`config.mk`:
```
export PLATFORM = sky130hd
export DESIGN_NAME = usb_device_endpoint_control
export DESIGN_NICKNAME = d
export VERILOG_FILES = /design/src/usb_ep_ctrl_pkg.sv /design/src/usb_device_endpoint_control.sv
export SDC_FILE = /design/constraint.sdc
export NUM_CORES = 1
export LEC_CHECK = 0
export BUFFER_PORTS_ARGS = -buffer_cell sky130_fd_sc_hd__clkbuf_2
export CAP_MARGIN = 20
export CELL_PAD_IN_SITES_DETAIL_PLACEMENT = 0
export CELL_PAD_IN_SITES_GLOBAL_PLACEMENT = 1
export CORE_MARGIN = 2
export CORE_UTILIZATION = 44
export CTS_CLUSTER_SIZE = 20
export DETAILED_ROUTE_END_ITERATION = 8
export GPL_TIMING_DRIVEN = 1
export PLACE_DENSITY_LB_ADDON = 0.15
export SKIP_CTS_REPAIR_TIMING = 1
export SLEW_MARGIN = 25
export SYNTH_ARGS = -nofsm -noshare
export SYNTH_HDL_FRONTEND = slang
export SYNTH_SLANG_ARGS = --single-unit
```
`constraint.sdc`:
```
create_clock -name hclk -period 2.6 [get_ports hclk]
set_input_delay 0.39 -clock hclk [delete_from_list [all_inputs] [get_ports hclk]]
set_output_delay 0.39 -clock hclk [all_outputs]
set_load 0.01 [all_outputs]
```
`src/usb_ep_ctrl_pkg.sv`:
```
package usb_ep_ctrl_pkg;

   // register indices; byte address is four times the index
   localparam logic [7:0] IDX_ENDPOINT_INDEX_SELECT = 8'hca;
   localparam logic [7:0] IDX_ENDPOINT_CONTROL_STATUS = 8'hcb;
   localparam logic [7:0] IDX_ENDPOINT_RX_BYTE_COUNT = 8'hcc;
   localparam logic [7:0] IDX_ENDPOINT_FUNCTION_CONTROL = 8'hcd;
   localparam logic [7:0] IDX_PROTOCOL_IRQ_FLAGS = 8'he1;
   localparam logic [7:0] IDX_PROTOCOL_IRQ_MASK = 8'he2;
   localparam logic [7:0] IDX_ENDPOINT_IRQ_FLAGS = 8'he3;
   localparam logic [7:0] IDX_ENDPOINT_IRQ_MASK = 8'he4;
   localparam logic [7:0] IDX_ENDPOINT_RESET_CONTROL = 8'he5;

   // reset values
   localparam logic [3:0] PROTOCOL_IRQ_MASK_RESET = 4'h2;
   localparam logic [7:0] BYTE_RESET = 8'h00;

   // protocol flag and mask bit positions
   localparam int PF_SUSPEND = 0;
   localparam int PF_RESUME = 1;
   localparam int PF_REMOTE_WAKE = 2;
   localparam int PF_FRAME_START = 3;
   localparam int PF_BUS_RESET_END = 4;

   // endpoint control/status bit positions
   localparam int CS_IN_ACK = 0;
   localparam int CS_OUT_DATA = 1;
   localparam int CS_SETUP = 2;
   localparam int CS_STALL_SENT = 3;
   localparam int CS_TX_BUSY = 4;
   localparam int CS_FORCE_STALL = 5;
   localparam int CS_ISO_ERR = 6;

   // function control bit positions
   localparam int FC_ENABLE = 7;
   localparam int FC_DIRECTION = 2;
   localparam int FC_TYPE_HI = 1;
   localparam int FC_TYPE_LO = 0;

   // endpoint transfer types
   localparam logic [1:0] TYPE_CONTROL = 2'h0;
   localparam logic [1:0] TYPE_ISO = 2'h1;
   localparam logic [1:0] TYPE_BULK = 2'h2;
   localparam logic [1:0] TYPE_INTERRUPT = 2'h3;

   // ahb transfer type
   localparam logic [1:0] HTRANS_NONSEQ = 2'h2;

   typedef struct packed {
      // bus slave
      logic wr_pending;
      logic [7:0] wr_index;
      logic [31:0] rdata;
      // global registers
      logic [2:0] endpoint_index;
      logic [3:0] protocol_irq_mask;
      logic [4:0] protocol_irq_flags;
      logic [7:0] endpoint_irq_mask;
      logic [7:0] endpoint_irq_flags;
      logic [7:0] endpoint_reset_bit;
      logic [7:0] ptr_reset;
      // per-endpoint state, one bit per endpoint, except two type bits and a byte count per endpoint
      logic [7:0] in_ack_received;
      logic [7:0] out_data_received;
      logic [7:0] setup_received;
      logic [7:0] stall_sent;
      logic [7:0] tx_bank_busy;
      logic [7:0] force_stall;
      logic [7:0] iso_crc_error;
      logic [7:0] endpoint_enable;
      logic [7:0] endpoint_direction;
      logic [7:0] data_toggle;
      logic [7:0][1:0] endpoint_type;
      logic [7:0][7:0] rx_byte_count;
      // interrupt requests
      logic protocol_irq;
      logic endpoint_irq;
   } ep_ctrl_state_t;

endpackage : usb_ep_ctrl_pkg

```
`src/usb_device_endpoint_control.sv`:
```
`timescale 1ns/100ps
// Functional notes
// RQ1 - suspend seen on the bus sets the suspend flag; stays until software writes zero
// RQ2 - software writing one to any protocol flag sets it like a hardware event
// RQ3 - protocol mask: frame start b3, remote wake b2, resume b1, suspend b0; reset 0x02
// RQ4 - endpoint flag set on a condition, cleared once its sources are all cleared
// RQ5 - conditions: ack, received data, setup, stall sent, each qualified by mode
// RQ6 - one endpoint mask bit per endpoint, one enables, resets to zero
// RQ7 - 3-bit endpoint index steers every per-endpoint register access
// RQ8 - software selects the endpoint index before touching per-endpoint registers
// RQ9 - iso error bit follows the CRC of iso packets, never an interrupt source
// RQ10 - force stall answers IN and OUT tokens with STALL, not an interrupt source
// RQ11 - software sets tx bank busy when filled; hardware clears it once bank is free
// RQ12 - stall sent bit set after a STALL is sent; interrupt source, software clears
// RQ13 - control endpoint sets setup bit on valid SETUP; interrupt source, software clears
// RQ14 - received data bit set when buffer filled by host; interrupt source
// RQ15 - ack bit set when host acks sent data; interrupt source, software clears
// RQ16 - 8-bit received byte count per endpoint, valid once data-received is set
// RQ17 - endpoint enable bit; while zero the endpoint ignores host transactions
// RQ18 - bus reset sets the enable bit of endpoint 0
// RQ19 - direction bit: one IN, zero OUT; ignored for control endpoints
// RQ20 - type field: 0 control, 1 isochronous, 2 bulk, 3 interrupt
// RQ21 - endpoint reset bit resets pointers and data toggle, then hardware clears it
// RQ22 - software clears, sets, then polls the reset bit until hardware clears it
// RQ23 - bus reset end flag reaches the protocol interrupt with no mask
// RQ24 - frame start identifier on the bus sets the frame start flag; software clears
// RQ25 - interrupt requests: any flag with its enable, or unmasked bus reset end
module usb_device_endpoint_control
   import usb_ep_ctrl_pkg::*;
(
   input wire logic hclk,
   input wire logic hresetn,
   // ahb-lite slave
   input wire logic hsel,
   input wire logic [31:0] haddr,
   input wire logic [1:0] htrans,
   input wire logic hwrite,
   input wire logic [2:0] hsize,
   input wire logic [31:0] hwdata,
   input wire logic hready,
   output logic [31:0] hrdata,
   output logic hreadyout,
   output logic hresp,
   // link engine events, same clock
   input wire logic module_enable,
   input wire logic bus_reset,
   input wire logic ev_suspend,
   input wire logic ev_resume,
   input wire logic ev_remote_wake,
   input wire logic ev_frame_start,
   input wire logic ev_bus_reset_end,
   input wire logic [2:0] ev_endpoint,
   input wire logic ev_in_ack,
   input wire logic ev_out_data,
   input wire logic [7:0] ev_byte_count,
   input wire logic ev_setup,
   input wire logic ev_stall_sent,
   input wire logic ev_iso_crc_good,
   input wire logic ev_iso_crc_bad,
   input wire logic ev_tx_bank_free,
   input wire logic ev_toggle_flip,
   // endpoint controls to the link engine
   output logic [7:0] ep_enable,
   output logic [7:0] ep_force_stall,
   output logic [7:0] ep_tx_bank_busy,
   output logic [7:0] ep_direction,
   output logic [15:0] ep_type,
   output logic [7:0] ep_data_toggle,
   output logic [7:0] ep_pointer_reset,
   // interrupt requests
   output logic protocol_irq,
   output logic endpoint_irq
);

   ep_ctrl_state_t st_reg;
   ep_ctrl_state_t st_next;

   logic addr_ok;
   logic rd_req;
   logic wr_req;
   logic [7:0] req_index;
   logic [7:0] wbyte;
   logic [7:0] rbyte;
   logic [2:0] sel;
   logic [7:0] ev_hit;
   logic [7:0] ep_sources;

   assign sel = st_reg.endpoint_index; // [RQ7]
   assign req_index = haddr[9:2];
   assign addr_ok = hsel && hready && (htrans == HTRANS_NONSEQ);
   assign rd_req = addr_ok && !hwrite;
   assign wr_req = addr_ok && hwrite;
   assign wbyte = hwdata[7:0];
   // a read right behind a write waits one cycle so it sees the new value
   assign hreadyout = !(st_reg.wr_pending && hsel && (htrans == HTRANS_NONSEQ) && !hwrite);
   assign hresp = 1'b0;
   assign hrdata = st_reg.rdata;

   // read value of the register at the requested index
   always_comb begin
      rbyte = BYTE_RESET;
      if (req_index == IDX_ENDPOINT_INDEX_SELECT) begin
         rbyte = {5'h00, st_reg.endpoint_index};
      end else if (req_index == IDX_ENDPOINT_CONTROL_STATUS) begin
         rbyte[CS_IN_ACK] = st_reg.in_ack_received[sel];
         rbyte[CS_OUT_DATA] = st_reg.out_data_received[sel];
         rbyte[CS_SETUP] = st_reg.setup_received[sel];
         rbyte[CS_STALL_SENT] = st_reg.stall_sent[sel];
         rbyte[CS_TX_BUSY] = st_reg.tx_bank_busy[sel];
         rbyte[CS_FORCE_STALL] = st_reg.force_stall[sel];
         rbyte[CS_ISO_ERR] = st_reg.iso_crc_error[sel];
      end else if (req_index == IDX_ENDPOINT_RX_BYTE_COUNT) begin
         rbyte = st_reg.rx_byte_count[sel];
      end else if (req_index == IDX_ENDPOINT_FUNCTION_CONTROL) begin
         rbyte[FC_ENABLE] = st_reg.endpoint_enable[sel];
         rbyte[FC_DIRECTION] = st_reg.endpoint_direction[sel];
         rbyte[FC_TYPE_HI:FC_TYPE_LO] = st_reg.endpoint_type[sel];
      end else if (req_index == IDX_PROTOCOL_IRQ_FLAGS) begin
         rbyte = {3'h0, st_reg.protocol_irq_flags};
      end else if (req_index == IDX_PROTOCOL_IRQ_MASK) begin
         rbyte = {4'h0, st_reg.protocol_irq_mask};
      end else if (req_index == IDX_ENDPOINT_IRQ_FLAGS) begin
         rbyte = st_reg.endpoint_irq_flags;
      end else if (req_index == IDX_ENDPOINT_IRQ_MASK) begin
         rbyte = st_reg.endpoint_irq_mask;
      end else if (req_index == IDX_ENDPOINT_RESET_CONTROL) begin
         rbyte = st_reg.endpoint_reset_bit;
      end
   end

   always_comb begin
      st_next = st_reg;
      ev_hit = 8'h00;
      ep_sources = 8'h00;

      // bus slave address phase
      st_next.wr_pending = wr_req && hreadyout;
      st_next.wr_index = req_index;
      if (rd_req && hreadyout) begin
         st_next.rdata = {24'h000000, rbyte};
      end

      // hardware clears requested endpoint resets one cycle after they land
      st_next.ptr_reset = st_reg.endpoint_reset_bit;
      st_next.endpoint_reset_bit = 8'h00; // [RQ21]

      // software writes in the data phase
      if (st_reg.wr_pending) begin
         if (st_reg.wr_index == IDX_ENDPOINT_INDEX_SELECT) begin
            st_next.endpoint_index = wbyte[2:0]; // [RQ7]
         end else if (st_reg.wr_index == IDX_ENDPOINT_CONTROL_STATUS) begin
            st_next.in_ack_received[sel] = wbyte[CS_IN_ACK];
            st_next.out_data_received[sel] = wbyte[CS_OUT_DATA];
            st_next.setup_received[sel] = wbyte[CS_SETUP];
            st_next.stall_sent[sel] = wbyte[CS_STALL_SENT];
            st_next.tx_bank_busy[sel] = wbyte[CS_TX_BUSY]; // [RQ11]
            st_next.force_stall[sel] = wbyte[CS_FORCE_STALL]; // [RQ10]
         end else if (st_reg.wr_index == IDX_ENDPOINT_RX_BYTE_COUNT) begin
            st_next.rx_byte_count[sel] = wbyte;
         end else if (st_reg.wr_index == IDX_ENDPOINT_FUNCTION_CONTROL) begin
            st_next.endpoint_enable[sel] = wbyte[FC_ENABLE]; // [RQ17]
            st_next.endpoint_direction[sel] = wbyte[FC_DIRECTION]; // [RQ19]
            st_next.endpoint_type[sel] = wbyte[FC_TYPE_HI:FC_TYPE_LO]; // [RQ20]
         end else if (st_reg.wr_index == IDX_PROTOCOL_IRQ_FLAGS) begin
            st_next.protocol_irq_flags = wbyte[4:0]; // [RQ2]
         end else if (st_reg.wr_index == IDX_PROTOCOL_IRQ_MASK) begin
            st_next.protocol_irq_mask = wbyte[3:0]; // [RQ3]
         end else if (st_reg.wr_index == IDX_ENDPOINT_IRQ_MASK) begin
            st_next.endpoint_irq_mask = wbyte; // [RQ6]
         end else if (st_reg.wr_index == IDX_ENDPOINT_RESET_CONTROL) begin
            st_next.endpoint_reset_bit = wbyte; // [RQ21]
         end
      end

      // hardware protocol events win over a software clear in the same cycle
      if (ev_suspend) begin
         st_next.protocol_irq_flags[PF_SUSPEND] = 1'b1; // [RQ1]
      end
      if (ev_resume) begin
         st_next.protocol_irq_flags[PF_RESUME] = 1'b1;
      end
      if (ev_remote_wake) begin
         st_next.protocol_irq_flags[PF_REMOTE_WAKE] = 1'b1;
      end
      if (ev_frame_start) begin
         st_next.protocol_irq_flags[PF_FRAME_START] = 1'b1; // [RQ24]
      end
      if (ev_bus_reset_end) begin
         st_next.protocol_irq_flags[PF_BUS_RESET_END] = 1'b1;
      end

      // endpoint events from the link engine
      ev_hit[ev_endpoint] = 1'b1;
      for (int i = 0; i < 8; i++) begin
         if (ev_hit[i]) begin
            if (ev_in_ack) begin
               st_next.in_ack_received[i] = 1'b1; // [RQ15]
            end
            if (ev_out_data) begin
               st_next.out_data_received[i] = 1'b1; // [RQ14]
               st_next.rx_byte_count[i] = ev_byte_count; // [RQ16]
            end
            if (ev_setup && (st_reg.endpoint_type[i] == TYPE_CONTROL)) begin
               st_next.setup_received[i] = 1'b1; // [RQ13]
            end
            if (ev_stall_sent) begin
               st_next.stall_sent[i] = 1'b1; // [RQ12]
            end
            if (st_reg.endpoint_type[i] == TYPE_ISO) begin
               if (ev_iso_crc_bad) begin
                  st_next.iso_crc_error[i] = 1'b1; // [RQ9]
               end else if (ev_iso_crc_good) begin
                  st_next.iso_crc_error[i] = 1'b0; // [RQ9]
               end
            end
            if (ev_tx_bank_free) begin
               st_next.tx_bank_busy[i] = 1'b0; // [RQ11]
            end
            if (ev_toggle_flip) begin
               st_next.data_toggle[i] = !st_reg.data_toggle[i];
            end
         end
         // endpoint reset forces the toggle back to zero
         if (st_reg.endpoint_reset_bit[i]) begin
            st_next.data_toggle[i] = 1'b0; // [RQ21]
         end
      end

      // endpoint flag: any mode-qualified source, iso error and stall control excluded
      for (int i = 0; i < 8; i++) begin
         ep_sources[i] =
            (st_next.in_ack_received[i] && (st_next.endpoint_type[i] == TYPE_CONTROL ||
               (st_next.endpoint_direction[i] && st_next.endpoint_type[i] != TYPE_ISO))) ||
            (st_next.out_data_received[i] && (st_next.endpoint_type[i] == TYPE_CONTROL ||
               !st_next.endpoint_direction[i])) ||
            (st_next.setup_received[i] && (st_next.endpoint_type[i] == TYPE_CONTROL)) ||
            (st_next.stall_sent[i] && (st_next.endpoint_type[i] != TYPE_ISO)); // [RQ5]
      end
      st_next.endpoint_irq_flags = ep_sources; // [RQ4]

      // bus reset clears endpoint state and enables endpoint 0
      if (bus_reset) begin
         st_next.in_ack_received = 8'h00;
         st_next.out_data_received = 8'h00;
         st_next.setup_received = 8'h00;
         st_next.stall_sent = 8'h00;
         st_next.tx_bank_busy = 8'h00;
         st_next.force_stall = 8'h00;
         st_next.iso_crc_error = 8'h00;
         st_next.endpoint_direction = 8'h00;
         st_next.data_toggle = 8'h00;
         st_next.endpoint_type = '0;
         st_next.rx_byte_count = '0;
         st_next.endpoint_irq_flags = 8'h00;
         st_next.endpoint_enable = 8'h01; // [RQ18]
      end

      // interrupt requests
      st_next.protocol_irq = |(st_next.protocol_irq_flags[3:0] & st_next.protocol_irq_mask) ||
         st_next.protocol_irq_flags[PF_BUS_RESET_END]; // [RQ23] [RQ25]
      st_next.endpoint_irq =
         |(st_next.endpoint_irq_flags & st_next.endpoint_irq_mask); // [RQ6] [RQ25]

      // module disable holds everything but the bus slave at reset values
      if (!module_enable) begin
         st_next = '0;
         st_next.protocol_irq_mask = PROTOCOL_IRQ_MASK_RESET;
         st_next.wr_pending = wr_req && hreadyout;
         st_next.wr_index = req_index;
         st_next.rdata = st_reg.rdata;
         if (rd_req && hreadyout) begin
            st_next.rdata = {24'h000000, rbyte};
         end
      end
   end

   always_ff @(posedge hclk or negedge hresetn) begin
      if (!hresetn) begin
         st_reg <= '0;
         st_reg.protocol_irq_mask <= PROTOCOL_IRQ_MASK_RESET; // [RQ3]
      end else begin
         st_reg <= st_next;
      end
   end

   // endpoint controls for token handling in the link engine
   assign ep_enable = st_reg.endpoint_enable; // [RQ17]
   assign ep_force_stall = st_reg.force_stall; // [RQ10]
   assign ep_tx_bank_busy = st_reg.tx_bank_busy;
   assign ep_direction = st_reg.endpoint_direction;
   assign ep_type = st_reg.endpoint_type;
   assign ep_data_toggle = st_reg.data_toggle;
   assign ep_pointer_reset = st_reg.ptr_reset; // [RQ21]
   assign protocol_irq = st_reg.protocol_irq;
   assign endpoint_irq = st_reg.endpoint_irq;

endmodule : usb_device_endpoint_control

```
-- Word level (Yosys, flattened, before mapping)
Index checks and enable logic that the tools add are counted.
- word-level logic and storage cells: 522
- bits of input ports: 100
- output and inout port bits: 100
- register bits: 247
- reductions and logical operators: 155
- mux-type cells: 234
- $lt $le $gt $ge: 4
- equal/unequal tests: 75
- bitwise operators: 2
- operator list (kind ; number):
    $mux W8 ; 38
    $mux W80 ; 3
    $mux W206 ; 1
    $mux W160 ; 1
    $mux W48 ; 3
    $mux W1 ; 140
    $eq A8 B8 Y1 const B ; 17
    $mux W16 ; 7
    $mux W17 ; 4
    $ne A4 B1 Y1 const B ; 17
    $bwmux W64 ; 1
    $bwmux W8 ; 8
    $mux W64 ; 1
    $logic_and A1 B1 Y1 ; 59
    $ne A3 B1 Y1 const B ; 19
    $logic_or A1 B1 Y1 ; 41
    $logic_not A2 Y1 ; 16
    $mux W32 ; 1
    $bmux W1 S3 ; 9
    $reduce_and A3 Y1 ; 9
    $bmux W8 S3 ; 1
    $demux W8 S3 ; 1
    $mux W20 ; 1
    $ne A2 B1 Y1 const B ; 10
    21 further kinds ; 62

-- Logic depth before layout (Yosys ltp)
Gate-level depths: netlist of run 1.
- word-level depth: 21
- depth in mapped cells: 10
- mapped depth without buffers: 7

-- Worst setup path after synthesis of run 1
Ideal clock, no wire load.
- kind: reg2reg
- start point: register st_reg (netlist bit sel[2])
- end point: register st_reg (netlist bit endpoint_irq)
- data required time: 2453 ps
- stages on the path, launching flop included: 10
- slack: 287 ps
- data arrival time: 2165 ps
- cells stage by stage: dfrtp_1 buf_6 buf_2 or4b_4 o31ai_1 nand3_1 a21oi_2 nor4_1 a2111oi_2 a41oi_1
- RTL lines (element ; RTL line ; source):
    from (decl) ; usb_device_endpoint_control.sv:75 ; ep_ctrl_state_t st_reg;
    from (signal assigned) ; usb_device_endpoint_control.sv:282 ; st_reg <= st_next;

-- Worst setup path in the final report of run 1
- start point: register st_reg (netlist bit sel[0])
- end point: register st_reg (netlist bit hrdata[2])
- word-level cells in the longest chain between the ends: 7
- RTL lines (element ; RTL line ; source):
    $bmux W1 S3 ; usb_device_endpoint_control.sv:116 ; rbyte[FC_DIRECTION] = st_reg.endpoint_direction[sel];
    $mux W1 (implied by the code) ; usb_device_endpoint_control.sv:116 ;
    $mux W3 ; usb_device_endpoint_control.sv:114 ; end else if (req_index == IDX_ENDPOINT_FUNCTION_CONTROL) begin
    $mux W8 ; usb_device_endpoint_control.sv:112 ; end else if (req_index == IDX_ENDPOINT_RX_BYTE_COUNT) begin
    $mux W7 * ; usb_device_endpoint_control.sv:104 ; end else if (req_index == IDX_ENDPOINT_CONTROL_STATUS) begin
    $mux W8 * ; usb_device_endpoint_control.sv:102 ; if (req_index == IDX_ENDPOINT_INDEX_SELECT) begin
    $mux W32 * ; usb_device_endpoint_control.sv:139, usb_device_endpoint_control.sv:271 ;
Mark *: on every way between the ends. The rest lies on a longest branch, timed or not. The select of a mux whose other input is x is not followed.
A chain may end at the register's enable or synchronous reset.

==> flow_metrics.py, run 1 <==
metrics = {
    "run_status": {
        "status": "finished, violations left",
        "violations": "setup timing",
    },
    "pwr": {
        "max-vdd-ir-drop_mv": 0.4875,
        "p_total_mw": 8.183,
        "leakagePower_nw": 7.310,
        "power-per-cell-area_nw_per_um2": 490.0,
    },
    "place": {
        "buffer_ports.inserted": 123,
        "place_area_um2": 15280,
        "dp.cells": 2016,
        "place_worst_setup_slack_ns": -0.2033,
        "routabilityCongestion": 0.9756,
        "dp_hpwl_um": 41380,
    },
    "routing": {
        "drc_errors": 0,
        "avgRoutedWirePerCell_um": 27.33,
        "num_vias": 13220,
        "routed_via_density": 6.326,
        "drt_wl_total_um": 57100,
        "drt_iter0_drc": 1405,
        "first_pass_iters": 6,
        "ant_nets": 0,
    },
    "global_route": {
        "grt_pass1_wl_um": 83440,
        "grt_pass1_vias": 12710,
        "grt_overflow": 0,
        "antenna_found_initial": 1,
        "grt_start_max_net_pins": 72,
        "track_usage_pct": 34.03,
    },
    "final_layout": {
        "drive_above_1_share_pct": 28.17,
        "area_growth_pct": 21.42,
        "postLayoutCellArea_um2": 16700,
        "postLayoutCoreUtil_pct": 54.46,
        "largest_register_ffs": 146,
        "final_cells": 2089,
        "n_antenna_cell": 0,
        "layout_commonest_cell": "dfrtp_1",
        "layout_common_cells": "dfrtp_1, buf_4, nor2_1, nand2_1, nand3_1",
        "fin_nets": 1773,
    },
    "sta": {
        "rsz0062_at_grt": "true",
        "hold_viol_final": 0,
        "tightest_slew_ns": 0.6369,
        "worst_slack_ns": -0.02849,
        "fin_tns_setup_ns": -0.05315,
        "holdWs_ns": 0.002326,
        "relSlewSlack_pct": 57.54,
        "fin_crit_ns": 2.628,
        "final.period_utilization_pct": 101.1,
        "setup_violations": 2,
        "fmaxAchievable_ghz": 0.3804,
        "finClkSkew_ns": 0.03054,
        "slew_viol_final": 0,
    },
    "cts": {
        "tritoncts": "yes",
        "cts_max_level": 1,
        "cts_buffers": 27,
        "clk_latency_ns": 0.56,
        "cts_root_buffer": "clkbuf_16",
        "clock_path_buffers": 3,
        "cts.clk_slew.worst_paths_ns": 0.06,
        "cts.sinks": 223,
    },
    "worst_hold_path": {
        "hold_end": "st_reg[241]",
        "worst_hold_path_type": "in2reg",
        "min_delay_path_depth": 1,
        "min_from": "haddr[5]",
    },
    "yosys": {
        "synth-main-ff-cell": "dfrtp_1",
        "ys_ff_latch": 223,
        "yosys_warnings": 0,
        "synthArstFlopShare_pct": 100.0,
        "yosysUniqueCellTypes": 67,
        "avgSynthCellArea_um2": 9.007,
        "ys_seq_area_share_pct": 40.58,
        "synthCells": 1527,
        "synth-edff-count": 0,
        "syn_area_um2": 13750,
    },
    "floorplan": {
        "dieWidth_um": 180.8,
        "die_area_um2": 32690,
        "core_um2": 30670,
        "core.rowCount": 64,
        "start_util_pct": 44.85,
        "die_y_um": 180.8,
        "ioPinCount": 200,
    },
    "critical_path": {
        "crit_top_cell": "buf_12",
        "r2r.worst_path.cells": 9,
        "cpPeakStageDelay_ns": 0.50,
        "crit_chain": "buf_12 > buf_12 > buf_12 > buf_12 > mux4_2 > o211ai_1 > a21oi_1 > o22ai_1 > o21ai_0",
        "r2r_end": "hrdata[2]",
        "critPathTopFamily": "compound AO/OA/AOI/OAI gates",
        "worstPathMaxFanout": 18,
        "cpMaxStageDelayCell": "dfrtp_4",
        "critPathRequiredTime_ns": 2.99,
        "rr_startpoint": "sel[0]",
        "path_class": "reg2reg",
        "worstSetupEndpointType": "flop",
        "r2r_slack_ns": -0.03,
        "crit_path_start_kind": "flop",
        "crit_buf_inv": 4,
        "cp.arrival_ns": 3.02,
    },
    "job": {
        "drv_cap": 0,
    },
}
[synth_stat cells, types with 7 or more instances]
master	instances	area share, %
o31ai_1	24	1.3
and2_1	24	1.1
a311oi_1	59	3.8
o21ai_0	37	1.3
buf_1	21	0.57
nor2b_1	34	1.5
mux4_2	18	2.9
a211oi_1	10	0.55
nand4_1	28	1.3
inv_1	12	0.33
clkbuf_1	86	2.3
dfrtp_1	222	40
nor4_1	7	0.32
xor2_1	8	0.51
nand2_1	140	3.8
mux2_2	23	1.9
a22oi_1	17	0.93
buf_4	100	5.5
nand3_2	7	0.51
nand2b_1	9	0.41
nand3b_1	20	1.1
nor2_1	170	4.6
a31oi_1	29	1.3
mux2i_1	82	6.0
a21oi_1	53	1.9
nor3_1	22	0.80
buf_2	24	0.87
o22ai_1	10	0.45
nand3_1	127	4.6
[logic make-up (layout without fill, tap and decap cells)]
logic type	after synthesis	after routing	share of synthesized area, %
simple gates	623	623	22.61
compound gates	304	304	15.73
buf+inv	245	387	9.743
flops	223	223	40.58
mux	123	123	10.80
xor+xnor	8	8	0.5094
other cells	1	25	0.02726
[power breakdown]
group | switching (mW) | leakage [nW] | internal, mW
Sequential | 0.0358 | 3.07 | 3.52
Clock | 1.60 | 0.440 | 2.30
Combinational | 0.514 | 3.80 | 0.218
Total | 2.14 | 7.31 | 6.04
[per-layer routing]
metal	track usage, %	part of all wire, %	wire length, um	vias up
met5	0	0	0	-
met4	12.68	4.0	2268	0
met1	47.38	42	23850	6525
met2	50.92	44	24970	807
met3	8.889	11	6018	123
li1	-	-	-	5760
[how the worst max path moves through the flow]
stage / startpoint / cells past startpoint / slack [ns] / end
6_report: sel[0] / 9 / -0.03 / hrdata[2]
2_1_floorplan: sel[2] / 9 / 0.29 / endpoint_irq
4_1_cts: sel[0] / 8 / -0.21 / endpoint_irq
3_5_place_dp: sel[0] / 8 / -0.20 / endpoint_irq
5_1_grt: st_reg[239] / 11 / -0.08 / endpoint_irq
3_3_place_gp: sel[0] / 8 / -0.17 / endpoint_irq
[area by class of cell]
class	count	area (um2)
well taps	396	495.5
flip-flops and latches	223	5589
clock buffers	38	787.0
multi-input cells	1083	7219
clock inverters	11	120.1
fillers	2826	13970
repair buffers	326	2445
inverters	12	45.04
(Power assumes the default switching activity.)
==> inputs of run 2 (changes only) <==
CAP_MARGIN = 10   (was 20)
RECOVER_POWER = 100   (was unset)
==> run 2 against run 1 <==
  * The flow finishes with violations (capacitance limit, slew limit, setup timing)
  * Clock power barely moved
  * Flip-flop and latch count stayed put
  * Combinational power hardly changed
  * Maximum frequency fell by 1.3%
  * Non-clock buffer count unchanged
  * Wire length grew 0.11%
  * Clock skew barely moved
==> flow_metrics.py, run 2 (synthesis gave the netlist of run 1 again) <==
metrics = {
    "routing": {
        "ant_nets": 0,
        "drt_iter0_drc": 1396,
        "avgRoutedWirePerCell_um": 27.35,
        "routed_via_density": 6.312,
        "first_pass_iters": 7,
        "drt_wl_total_um": 57170,
        "drc_errors": 0,
        "num_vias": 13190,
    },
    "sta": {
        "tightest_slew_ns": 2.022,
        "hold_viol_final": 0,
        "finClkSkew_ns": 0.03052,
        "final.period_utilization_pct": 102.4,
        "slew_viol_final": 63,
        "relSlewSlack_pct": -34.83,
        "fin_crit_ns": 2.662,
        "rsz0062_at_grt": "true",
        "setup_violations": 2,
        "worst_slack_ns": -0.06209,
        "fmaxAchievable_ghz": 0.3756,
    },
    "critical_path": {
        "worstSetupEndpointType": "flop",
        "r2r_slack_ns": -0.06,
        "crit_chain": "buf_8 > or4b_4 > o31ai_1 > nand3_1 > o211ai_1 > o2111ai_2 > nor4_4 > a41oi_2",
        "crit_path_start_kind": "flop",
        "rr_startpoint": "sel[0]",
        "path_class": "reg2reg",
        "r2r_end": "endpoint_irq",
        "critPathRequiredTime_ns": 3.01,
        "cp.arrival_ns": 3.08,
        "worstPathMaxFanout": 7,
        "r2r.worst_path.cells": 8,
        "cpPeakStageDelay_ns": 0.52,
        "cpMaxStageDelayCell": "or4b_4",
    },
    "place": {
        "dp_hpwl_um": 41380,
        "routabilityCongestion": 0.9756,
        "dp.cells": 2016,
        "place_worst_setup_slack_ns": -0.2033,
        "place_area_um2": 15280,
        "buffer_ports.inserted": 123,
    },
    "pwr": {
        "pwr-share-comb_pct": 8.9,
        "p_total_mw": 8.192,
        "leakagePower_nw": 7.276,
        "switchingPower_mw": 2.157,
        "internal_power_mw": 6.036,
        "power-per-cell-area_nw_per_um2": 491.0,
        "clkPwrFrac_pct": 47.7,
        "max-vdd-ir-drop_mv": 0.4910,
        "switching_share_pct": 26.32,
        "sequentialPowerShare_pct": 43.4,
    },
    "cts": {
        "cts.clk_slew.worst_paths_ns": 0.06,
        "cts_max_level": 1,
        "cts_buffers": 27,
        "tritoncts": "yes",
        "cts_root_buffer": "clkbuf_16",
        "cts.sinks": 223,
        "clk_latency_ns": 0.56,
        "clock_path_buffers": 3,
    },
    "floorplan": {
        "core_um2": 30670,
        "die_area_um2": 32690,
        "dieWidth_um": 180.8,
        "die_y_um": 180.8,
        "start_util_pct": 44.85,
        "ioPinCount": 200,
        "core.rowCount": 64,
    },
    "final_layout": {
        "fin_nets": 1773,
        "area_growth_pct": 21.30,
        "postLayoutCellArea_um2": 16680,
        "final_cells": 2090,
        "layout_commonest_cell": "dfrtp_1",
        "drive_above_1_share_pct": 27.70,
        "largest_register_ffs": 146,
        "layout_common_cells": "dfrtp_1, buf_4, nor2_1, nand2_1, nand3_1",
        "nFillCells": 2833,
    },
    "global_route": {
        "grt_pass1_vias": 12710,
        "grt_pass1_wl_um": 83440,
        "grt_start_max_net_pins": 72,
        "track_usage_pct": 34.03,
        "grt_overflow": 0,
        "antenna_found_initial": 1,
    },
    "run_status": {
        "status": "finished, violations left",
        "violations": "capacitance limit, slew limit, setup timing",
    },
    "worst_hold_path": {
        "min_delay_path_depth": 1,
        "min_from": "haddr[5]",
        "hold_end": "st_reg[241]",
        "worst_hold_path_type": "in2reg",
    },
    "job": {
        "drv_cap": 1,
    },
}
-- run 2: changes by cell type in the layout (fill, tap and decap cells not counted), sizes merged --
cell    previous run  this run
buf              200       199
diode              0         1
clkbuf           160       161
-- run 2: per-stage QoR --
step           util, %  setup TNS [ns]  hold WS (ns)
6_report         54.40        -0.07292      0.009844
5_1_grt          54.39         -0.1419       0.03297
3_3_place_gp     49.82         -0.1733        0.4025
3_5_place_dp     49.82         -0.2153        0.3967
2_1_floorplan        -               0       0.09441
4_1_cts          52.77         -0.2507       -0.1692
-- run 2: worst max path at each step --
| stage | slack (ns) | endpoint | startpoint | cells after the start |
|---|---|---|---|---|
| after floorplan | 0.29 | endpoint_irq | sel[2] | 9 |
| after global placement | -0.17 | endpoint_irq | sel[0] | 8 |
| after detailed placement | -0.20 | endpoint_irq | sel[0] | 8 |
| after CTS | -0.21 | endpoint_irq | sel[0] | 8 |
| after global routing | -0.08 | endpoint_irq | st_reg[239] | 11 |
| final | -0.06 | endpoint_irq | sel[0] | 8 |
-- run 2: power by group through the flow --
stage | sequential, mW | combinational (mW) | clock [mW]
after floorplan | 3.60 | 0.360 | 0
after global placement | 3.61 | 0.698 | 0
after detailed placement | 3.61 | 0.699 | 0
after CTS | 3.55 | 0.701 | 3.92
after global routing | 3.56 | 0.779 | 4.05
final | 3.55 | 0.731 | 3.91
-- run 2: area by class of cell --
cell class,count,area [um2],area share (%)
Antenna cell,1,2.502,0.01500
Clock buffer,38,787.0,4.717
Clock inverter,11,120.1,0.7200
Inverter,12,45.04,0.2700
Multi-Input combinational cell,1083,7219,43.27
Sequential cell,223,5589,33.50
Tap cell,396,495.5,2.970
Timing Repair Buffer,326,2425,14.53
-- run 2: metal layers --
metal  global-route usage (%)  vias to the layer above  routed length, um
li1                         -                     5757                  -
met1                    47.38                     6519              24150
met2                    50.92                      791              24930
met3                    8.889                      125               5754
met4                    12.68                        0               2336
met5                        0                        -                  0
-- run 2: critical path, delay by kind of cell (launching register included) --
family | cells | cell delay (ns)
flip-flops | 1 | 0.50
buffers and inverters | 1 | 0.15
AND/OR/NAND/NOR | 3 | 1.05
AO/OA/AOI/OAI | 4 | 0.82
